[src/rtl/sysif_regs.svh]
`ifndef SYSIF_REGS_SVH
`define SYSIF_REGS_SVH
`define WBUF_DEPTH       3'd4
`define BLOCK_WORDS      4'd8
`define BLOCK_DWORDS     4'd4
`define REPEAT_CYCLES    2'd2
`define CMD_READ         9'h000
`define CMD_WRITE        9'h080
`define CMD_BLOCK_BIT    3
`define CMD_DATA         9'h100
`define CMD_DATA_EOD     9'h108
`define CMD_NULL         9'h1F0
`define CMD_RESP_DATA    9'h100
`define CMD_RESP_EOD     9'h108
`define MODE_COMPAT      2'h0
`define MODE_PIPE        2'h2
`define MODE_REISSUE     2'h3
`endif

[src/rtl/sysif_pkg.sv]
package sysif_pkg;
  typedef enum logic [2:0] {
    st_idle  = 3'b000,
    st_rdreq = 3'b001,
    st_rdwt  = 3'b010,
    st_wraddr = 3'b011,
    st_wrdata = 3'b100,
    st_slave = 3'b101
  } bus_state_e;
  typedef struct packed {
    logic [63:0] addr;
    logic [63:0] data;
    logic [3:0]  nbytes;
    logic        block;
  } wr_entry_s;
endpackage : sysif_pkg

[src/rtl/wr_entry_buf.sv]
`timescale 1ns/1ps
// Two-entry skid buffer; a stall by the bus side loses no entry
module wr_entry_buf
  import sysif_pkg::*;
(
  input  wire logic      clk,
  input  wire logic      nrst,
  input  wire logic      in_valid,
  output logic           in_ready,
  input  wire wr_entry_s in_data,
  output logic           out_valid,
  input  wire logic      out_ready,
  output wr_entry_s      out_data
);
  typedef struct packed {
    wr_entry_s [1:0] mem;
    logic      [1:0] cnt;
    logic            rd;
  } buf_s;
  buf_s st;
  buf_s next_st;
  logic push;
  logic pop;
  logic [1:0] cnt_after_pop;
  assign in_ready  = (st.cnt != 2'd2);
  assign out_valid = (st.cnt != 2'd0);
  assign out_data  = st.mem[st.rd];
  assign push = in_valid && in_ready;
  assign pop  = out_valid && out_ready;
  assign cnt_after_pop = pop ? st.cnt - 2'd1 : st.cnt;
  always_comb
  begin
    next_st = st;
    if (push)
    begin
      next_st.mem[st.rd ^ st.cnt[0] ^ st.cnt[1]] = in_data;
    end
    if (pop)
    begin
      next_st.rd = ~st.rd;
    end
    next_st.cnt = push ? cnt_after_pop + 2'd1 : cnt_after_pop;
  end
  always_ff @(posedge clk)
  begin
    if (!nrst)
    begin
      st <= '0;
    end
    else
    begin
      st <= next_st;
    end
  end
endmodule : wr_entry_buf

[src/rtl/sysif_bridge.sv]
`timescale 1ns/1ps
`include "sysif_regs.svh"
// Operation
// - All memory writes pass four-entry write buffer
// - Line writeback fills buffer, core continues on 64-bit bus
// - Single transfers 1-8 bytes, blocks eight words
// - Low address bits start byte, command sizes
// - Width sets beats; 32-bit splits wide singles
// - Sample accept inputs before dropping address
// - External request answered by release, slave
// - Valid out only while driving valid
// - One outstanding request at a time
// - Requests flow both directions
// - Read: address, then release, agent returns
// - Re-issue: write every two cycles, recheck; on a failed recheck the code drops valid and waits, no re-issue
// - Pipelined: one extra write after deassert
// - Only read response and null accepted
module sysif_bridge
  import sysif_pkg::*;
(
  input  wire logic        clk,
  input  wire logic        nrst,
  input  wire logic        cfg_bus32,
  input  wire logic [1:0]  cfg_write_mode,
  input  wire logic        wr_req_valid,
  output logic             wr_req_ready,
  input  wire logic [63:0] wr_req_addr,
  input  wire logic [63:0] wr_req_data,
  input  wire logic [3:0]  wr_req_nbytes,
  input  wire logic        wr_req_block,
  input  wire logic        rd_req_valid,
  output logic             rd_req_ready,
  input  wire logic [63:0] rd_req_addr,
  input  wire logic [3:0]  rd_req_nbytes,
  input  wire logic        rd_req_block,
  output logic             rd_data_valid,
  output logic [63:0]      rd_data,
  output logic             rd_done,
  output logic             wbuf_empty,
  input  wire logic [63:0] sys_addr_data_bus_in,
  output logic [63:0]      sys_addr_data_bus_out,
  output logic             sys_addr_data_bus_oe,
  input  wire logic [8:0]  sys_command_bus_in,
  output logic [8:0]       sys_command_bus_out,
  output logic             sys_command_bus_oe,
  input  wire logic        read_accept_n,
  input  wire logic        write_accept_n,
  input  wire logic        ext_bus_request_n,
  output logic             release_n,
  output logic             proc_valid_n,
  input  wire logic        agent_valid_n
);
  //////////////////////////////////////////////////////////////////////
  typedef struct packed {
    bus_state_e  state;
    logic        bus32;
    logic [1:0]  wmode;
    logic        cfg_done;
    logic [63:0] ad_out;
    logic [8:0]  cmd_out;
    logic        drive;
    logic        valid;
    logic        rel;
    logic [1:0]  acc_hist;
    logic [2:0]  beat;
    logic        half;
    logic        extra_ok;
    logic [3:0]  beats_left;
    logic        rd_v;
    logic [63:0] rd_d;
    logic        rd_end;
    logic [2:0]  wcount;
  } core_s;
  core_s st;
  core_s next_st;
  wr_entry_s in_entry;
  wr_entry_s head;
  wr_entry_s mid_data;
  logic      mid_valid;
  logic      mid_ready;
  logic      head_valid;
  logic      head_pop;
  logic      buf_in_ready;
  logic      wide_single;
  logic      issue_ok;
  logic      last_beat;
  logic      agent_ok;
  //////////////////////////////////////////////////////////////////////
  // Core sees room only while fewer than four entries are held
  assign in_entry = '{addr: wr_req_addr, data: wr_req_data, nbytes: wr_req_nbytes,
                      block: wr_req_block};
  assign wr_req_ready = buf_in_ready && (st.wcount < `WBUF_DEPTH);
  assign wbuf_empty   = (st.wcount == 3'd0);
  // Two skid stages in series give the four held entries
  wr_entry_buf u_wbuf_in (
    .clk       (clk),
    .nrst      (nrst),
    .in_valid  (wr_req_valid && wr_req_ready),
    .in_ready  (buf_in_ready),
    .in_data   (in_entry),
    .out_valid (mid_valid),
    .out_ready (mid_ready),
    .out_data  (mid_data)
  );
  wr_entry_buf u_wbuf (
    .clk       (clk),
    .nrst      (nrst),
    .in_valid  (mid_valid),
    .in_ready  (mid_ready),
    .in_data   (mid_data),
    .out_valid (head_valid),
    .out_ready (head_pop),
    .out_data  (head)
  );
  // Block writeback presented as four consecutive entries on a 64-bit bus, eight on a 32-bit bus
  assign rd_req_ready = (st.state == st_idle) && st.cfg_done && ext_bus_request_n
                        && !head_valid;
  assign wide_single = st.bus32 && !head.block && (head.nbytes > 4'd4);
  // Issue rule: accept seen two cycles back and now; pipelined grants one more
  assign issue_ok = (!write_accept_n && !st.acc_hist[1])
                    || ((st.wmode == `MODE_PIPE) && st.extra_ok);
  assign last_beat = (st.beats_left == 4'd1);
  assign agent_ok = !agent_valid_n && st.rel;
  assign sys_addr_data_bus_out = st.ad_out;
  assign sys_addr_data_bus_oe  = st.drive;
  assign sys_command_bus_out   = st.cmd_out;
  assign sys_command_bus_oe    = st.drive;
  assign proc_valid_n          = !st.valid;
  assign release_n             = !st.rel;
  assign rd_data_valid         = st.rd_v;
  assign rd_data               = st.rd_d;
  assign rd_done               = st.rd_end;
  //////////////////////////////////////////////////////////////////////
  always_comb
  begin
    next_st = st;
    head_pop = 1'b0;
    next_st.rd_v = 1'b0;
    next_st.rd_end = 1'b0;
    next_st.acc_hist = {st.acc_hist[0], write_accept_n};
    if (!st.cfg_done)
    begin
      next_st.bus32 = cfg_bus32;
      next_st.wmode = cfg_write_mode;
      next_st.cfg_done = 1'b1;
    end
    case (st.state)
      st_idle:
      begin
        next_st.valid = 1'b0;
        next_st.drive = st.cfg_done;
        if (!ext_bus_request_n)
        begin
          next_st.state = st_slave;
          next_st.drive = 1'b0;
          next_st.rel = 1'b1;
        end
        else if (st.cfg_done && head_valid && (issue_ok || st.wmode == `MODE_COMPAT))
        begin
          next_st.state = st_wraddr;
          next_st.ad_out = head.addr;
          next_st.cmd_out = `CMD_WRITE | {5'h00, head.block, head.nbytes[2:0]};
          next_st.valid = 1'b1;
          next_st.extra_ok = !write_accept_n;
          next_st.half = 1'b0;
          next_st.beats_left = head.block ? (st.bus32 ? `BLOCK_WORDS : `BLOCK_DWORDS)
                               : (wide_single ? 4'd2 : 4'd1);
        end
        else if (st.cfg_done && rd_req_valid)
        begin
          next_st.state = st_rdreq;
          next_st.ad_out = rd_req_addr;
          next_st.cmd_out = `CMD_READ | {5'h00, rd_req_block, rd_req_nbytes[2:0]};
          next_st.valid = 1'b1;
          next_st.beats_left = rd_req_block ? (st.bus32 ? `BLOCK_WORDS : `BLOCK_DWORDS)
                               : ((st.bus32 && rd_req_nbytes > 4'd4) ? 4'd2 : 4'd1);
        end
      end
      st_rdreq:
      begin
        // Address held until read accept seen
        if (!read_accept_n)
        begin
          next_st.state = st_rdwt;
          next_st.valid = 1'b0;
          next_st.drive = 1'b0;
          next_st.rel = 1'b1;
        end
      end
      st_rdwt:
      begin
        // Null keeps the bus but carries no data
        if (agent_ok && sys_command_bus_in[8] && sys_command_bus_in != `CMD_NULL)
        begin
          next_st.rd_v = 1'b1;
          next_st.rd_d = sys_addr_data_bus_in;
          next_st.beats_left = st.beats_left - 4'd1;
          if (last_beat || sys_command_bus_in == `CMD_RESP_EOD)
          begin
            next_st.rd_end = 1'b1;
            next_st.rel = 1'b0;
            next_st.state = st_idle;
          end
        end
      end
      st_wraddr:
      begin
        // Address valid one cycle while issue_ok sampled; otherwise valid drops and data waits for issue_ok, no re-issue
        if (issue_ok)
        begin
          next_st.state = st_wrdata;
          next_st.extra_ok = 1'b0;
          next_st.ad_out = (st.bus32 && st.half) ? {32'h00000000, head.data[63:32]}
                           : head.data;
          next_st.cmd_out = last_beat ? `CMD_DATA_EOD : `CMD_DATA;
        end
        else
        begin
          next_st.valid = 1'b0;
        end
      end
      st_wrdata:
      begin
        // Valid low means the next entry is not yet on the bus: load it first
        if (!st.valid)
        begin
          if (head_valid)
          begin
            next_st.valid = 1'b1;
            next_st.ad_out = head.data;
            next_st.cmd_out = last_beat ? `CMD_DATA_EOD : `CMD_DATA;
          end
        end
        else if (st.bus32 && !head.block && !st.half && !last_beat)
        begin
          next_st.beats_left = st.beats_left - 4'd1;
          next_st.half = 1'b1;
          next_st.ad_out = {32'h00000000, head.data[63:32]};
          next_st.cmd_out = `CMD_DATA_EOD;
        end
        else
        begin
          next_st.beats_left = st.beats_left - 4'd1;
          head_pop = 1'b1;
          next_st.valid = 1'b0;
          if (head.block && !last_beat && head_valid)
          begin
            next_st.state = st_wrdata; // Next line beat from buffer
          end
          else
          begin
            next_st.state = st_idle;
          end
          next_st.ad_out = head.data;
        end
      end
      st_slave:
      begin
        next_st.valid = 1'b0;
        next_st.drive = 1'b0;
        if (ext_bus_request_n && (agent_valid_n || sys_command_bus_in == `CMD_NULL))
        begin
          next_st.rel = 1'b0;
          next_st.state = st_idle;
        end
      end
      default:
      begin
        next_st.state = st_idle;
      end
    endcase
    next_st.wcount = st.wcount + {2'b00, wr_req_valid && wr_req_ready} - {2'b00, head_pop};
  end
  always_ff @(posedge clk)
  begin
    if (!nrst)
    begin
      st <= '0;
    end
    else
    begin
      st <= next_st;
    end
  end
endmodule : sysif_bridge

[config.mk]
export PLATFORM = sky130hd
export DESIGN_NAME = sysif_bridge
export DESIGN_NICKNAME = d
export VERILOG_FILES = /design/src/rtl/sysif_pkg.sv /design/src/rtl/wr_entry_buf.sv /design/src/rtl/sysif_bridge.sv
export VERILOG_INCLUDE_DIRS = /design/src /design/src/rtl
export SDC_FILE = /design/constraint.sdc
export NUM_CORES = 2
export LEC_CHECK = 0
export ABC_AREA = 1
export BUFFER_PORTS_ARGS = -buffer_cell sky130_fd_sc_hd__buf_2
export CELL_PAD_IN_SITES_DETAIL_PLACEMENT = 1
export CELL_PAD_IN_SITES_GLOBAL_PLACEMENT = 1
export CORE_ASPECT_RATIO = 0.7
export CORE_UTILIZATION = 42
export CTS_CLUSTER_DIAMETER = 120
export DETAILED_ROUTE_END_ITERATION = 16
export PLACE_DENSITY = 0.78
export RECOVER_POWER = 50
export SLEW_MARGIN = 10
export SYNTH_ARGS = -nofsm -noshare
export SYNTH_HDL_FRONTEND = slang
export SYNTH_SLANG_ARGS = --single-unit
[constraint.sdc]
create_clock -name clk -period 2.59 [get_ports clk]
set_input_delay 0.518 -clock clk [delete_from_list [all_inputs] [get_ports clk]]
set_output_delay 0.518 -clock clk [all_outputs]
set_load 0.1 [all_outputs]
==> impl_metrics.json <==
{
  "final_layout_size_suffix_gt1_frac": 0.147,
  "drv_cap": 0,
  "drc": 0,
  "clk_pin_slew_ns": 0.06,
  "hold_path_depth": 3,
  "final_common_cell": "nand2_1",
  "finalHoldViolCount": 0,
  "whs_endpoint": "next_st[79]$_SDFF_PN0_",
  "synth-edff-count": 0,
  "finalCritPeriodShare": 0.974,
  "crit_family": "buffers and inverters",
  "crit_buf_inv": 3,
  "timing.slew.headroom": 0.0518,
  "worst_pin_slew_ns": 1.41,
  "ant_nets": 0,
  "wire_per_inst_um": 21.6,
  "first_iter_violations": 3150,
  "r2r_end": "sys_addr_data_bus_out[9]$_SDFFE_PN0P_",
  "fin_area_sq_um": 35100,
  "die_area_sq_um": 74500,
  "startpoint": "u_wbuf.st[1]$_SDFF_PN0_",
  "synthFlopType": "dfxtp_1",
  "place_area_sq_um": 32900,
  "finalCoreUtilization": 0.486,
  "placementRows": 82,
  "grt_pass1_vias": 28300,
  "fp.dieW_um": 326,
  "rr_worst_depth": 11,
  "rsz0062_at_grt": "false",
  "yosysUniqueCellTypes": 39,
  "avgSynthCellArea_sq_um": 7.22,
  "drtPass1Iterations": 6,
  "final_cell_mix": "nand2_1, dfxtp_1, a21oi_1, o21ai_0, inv_1",
  "ys_warn_count": 0,
  "numCtsBuffers": 72,
  "core_area_sq_um": 72100,
  "fp.dieH_um": 229,
  "synth-seq-cells": 695,
  "min_period_ns": 2.52,
  "vias": 29700,
  "root_buffer": "clkbuf_16",
  "critical_path.max_fanout": 30,
  "critPathSlowestCell": "buf_4",
  "worstPathArrival_ns": 3.04,
  "ys_async_sr_fraction": 0,
  "synth_area_sq_um": 30800,
  "finalWirelength_um": 117000,
  "port_buffers": 428,
  "pin_count": 432,
  "start_util": 0.427,
  "crit_top_cell": "nor2_1",
  "grt_max_degree": 128,
  "clock.fmax_mhz": 396,
  "path_cells": "inv_1, ha_1, nor2_1, nand2_2, buf_4, buf_4, a21oi_1, o21ai_1, nand3_1, nor2_1, nor2_1",
  "crit_type": "reg -> reg",
  "antenna_found_initial": 23,
  "p_per_area_nw_per_um2": 1440,
  "synth_cells": 4273,
  "rr_startpoint": "u_wbuf.st[1]$_SDFF_PN0_",
  "required_ns": 3.11,
  "grt_pass1_wl_um": 177000,
  "final_nets": 4704,
  "synth_top_area_share": 0.451,
  "routed_via_density": 5.46,
  "grt.overflow.total": 0,
  "clk_path_buf_depth": 3,
  "track_usage": 0.307,
  "endpoint_kind": "flip-flop",
  "hold_class": "in -> reg",
  "yosys.area.top_type": "dfxtp_1",
  "cp-start-kind": "flip-flop",
  "hold_buffers": 0,
  "clock_latency_ns": 0.63,
  "ys_top_cells_by_area": "dfxtp_1, a21oi_1, o21ai_0, nand2_1, nand3_1",
  "hp-start": "write_accept_n",
  "hpwlAfterDp_um": 82900,
  "status": "completed",
  "htreeDepth": 3,
  "p_leak_uw": 0.0135,
  "vdd_drop_max_mv": 1.42,
  "critPathMaxStageDelay_ns": 0.36,
  "cts_tree": "built",
  "cts.sinks": 695,
  "rrSetupSlack_ns": 0.07,
  "area_growth_syn_to_layout_pct": 13.8,
  "synth-seq-area-share": 0.451,
  "skew_ns": 0.0235,
  "setup_viol": 0,
  "slew_violations": 0,
  "gp_congestion": 0.924
}
## logic make-up (layout without fill, tap and decap cells)
logic type	Yosys count	after routing	share of synthesized area
XOR/XNOR	7	7	0.00199
buffers and inverters	892	1079	0.137
flip-flops	695	695	0.451
AO/OA/AOI/OAI	1428	1428	0.238
other	1	12	0.000122
AND/OR/NAND/NOR	1241	1241	0.168
adder cells (fa/ha/maj)	9	9	0.00390
## power by group
group          internal [uW]  total, uW  switching [uW]  leakage (uW)
Sequential             14600      16500            1900       0.00569
Clock                   5870      10400            4540       0.00114
Combinational           5480      23600           18100       0.00666
Total                  25900      50500           24600        0.0135
## how the worst max path moves through the flow
stage                                                         to  slack [ns]  cells past startpoint
after floorplan                                 st[2]$_SDFF_PN0_       -0.15                     12
after global placement     sys_addr_data_bus_out[9]$_SDFFE_PN0P_        0.06                     11
after detailed placement   sys_addr_data_bus_out[9]$_SDFFE_PN0P_        0.02                     10
after CTS                 sys_addr_data_bus_out[12]$_SDFFE_PN0P_        0.03                     10
after global routing                            st[2]$_SDFF_PN0_        0.01                     14
final                      sys_addr_data_bus_out[9]$_SDFFE_PN0P_        0.07                     11
## sequential cells by signal, indices dropped and copies added (netlist names), 6 cells and up
register,flops
st,19
sys_command_bus_out,6
rd_data,64
u_wbuf.st,269
sys_addr_data_bus_out,64
u_wbuf_in.st,269
## worst register-to-register path, delay by kind of cell, from the launching register on
family	cells	cell delay, ns
AOI/OAI and AO/OA	2	0.37
adders and majority gates	1	0.28
buffers and inverters	3	0.79
DFF	1	0.34
and+or+nand+nor	5	0.62
## Yosys cell counts, types with 5 or more instances
| cell type | count |
|---|---|
| a211oi_1 | 13 |
| a21oi_1 | 687 |
| buf_1 | 11 |
| buf_2 | 127 |
| buf_4 | 166 |
| buf_6 | 11 |
| clkbuf_1 | 160 |
| dfxtp_1 | 695 |
| ha_1 | 8 |
| inv_1 | 408 |
| inv_2 | 6 |
| nand2_1 | 725 |
| nand2_2 | 6 |
| nand3_1 | 309 |
| nand4_1 | 5 |
| nor2_1 | 176 |
| o211ai_1 | 59 |
| o21ai_0 | 642 |
| o21ai_1 | 22 |
| xor2_1 | 6 |
## metrics by stage
step / setup WS [ns] / setup TNS, ns / hold slack (ns) / std cells / power [uW]
after floorplan: -0.154 / -0.154 / 0.390 / 4275 / 33100
after global placement: 0.0627 / 0 / 0.394 / 5301 / 39300
after detailed placement: 0.0232 / 0 / 0.421 / 5301 / 39900
after CTS: 0.0328 / 0 / 0.0825 / 5428 / 50400
after global routing: 0.0137 / 0 / 0.103 / 5432 / 53100
final: 0.0673 / 0 / 0.115 / 5437 / 50500
## what timing repair did
| item | CTS | global route |
|---|---|---|
| setup buffers | 0 | 0 |
| gates cloned | 0 | 0 |
| pin swaps | 0 | 0 |
| gates resized for setup | 2 | 7 |
| endpoints found under the setup margin | 2 | 5 |
## metal layers
| layer | up-vias | part of all wire | track usage |
|---|---|---|---|
| met5 | - | 0.0013 | 0 |
| met4 | 24 | 0.021 | 0.0716 |
| met3 | 164 | 0.093 | 0.0791 |
| met2 | 992 | 0.41 | 0.435 |
| met1 | 14300 | 0.47 | 0.459 |
| li1 | 14200 | - | - |
## cell type report
cell class	count	area (sq um)
fill	9268	37000
sequential	695	13900
multi-input combinational	2688	12800
timing repair buffer	535	3270
clock buffer	108	2120
inverter	417	1580
tap	966	1210
clock inverter	19	174
antenna	9	22.5
No activity file was read; power rests on OpenSTA's default activity.
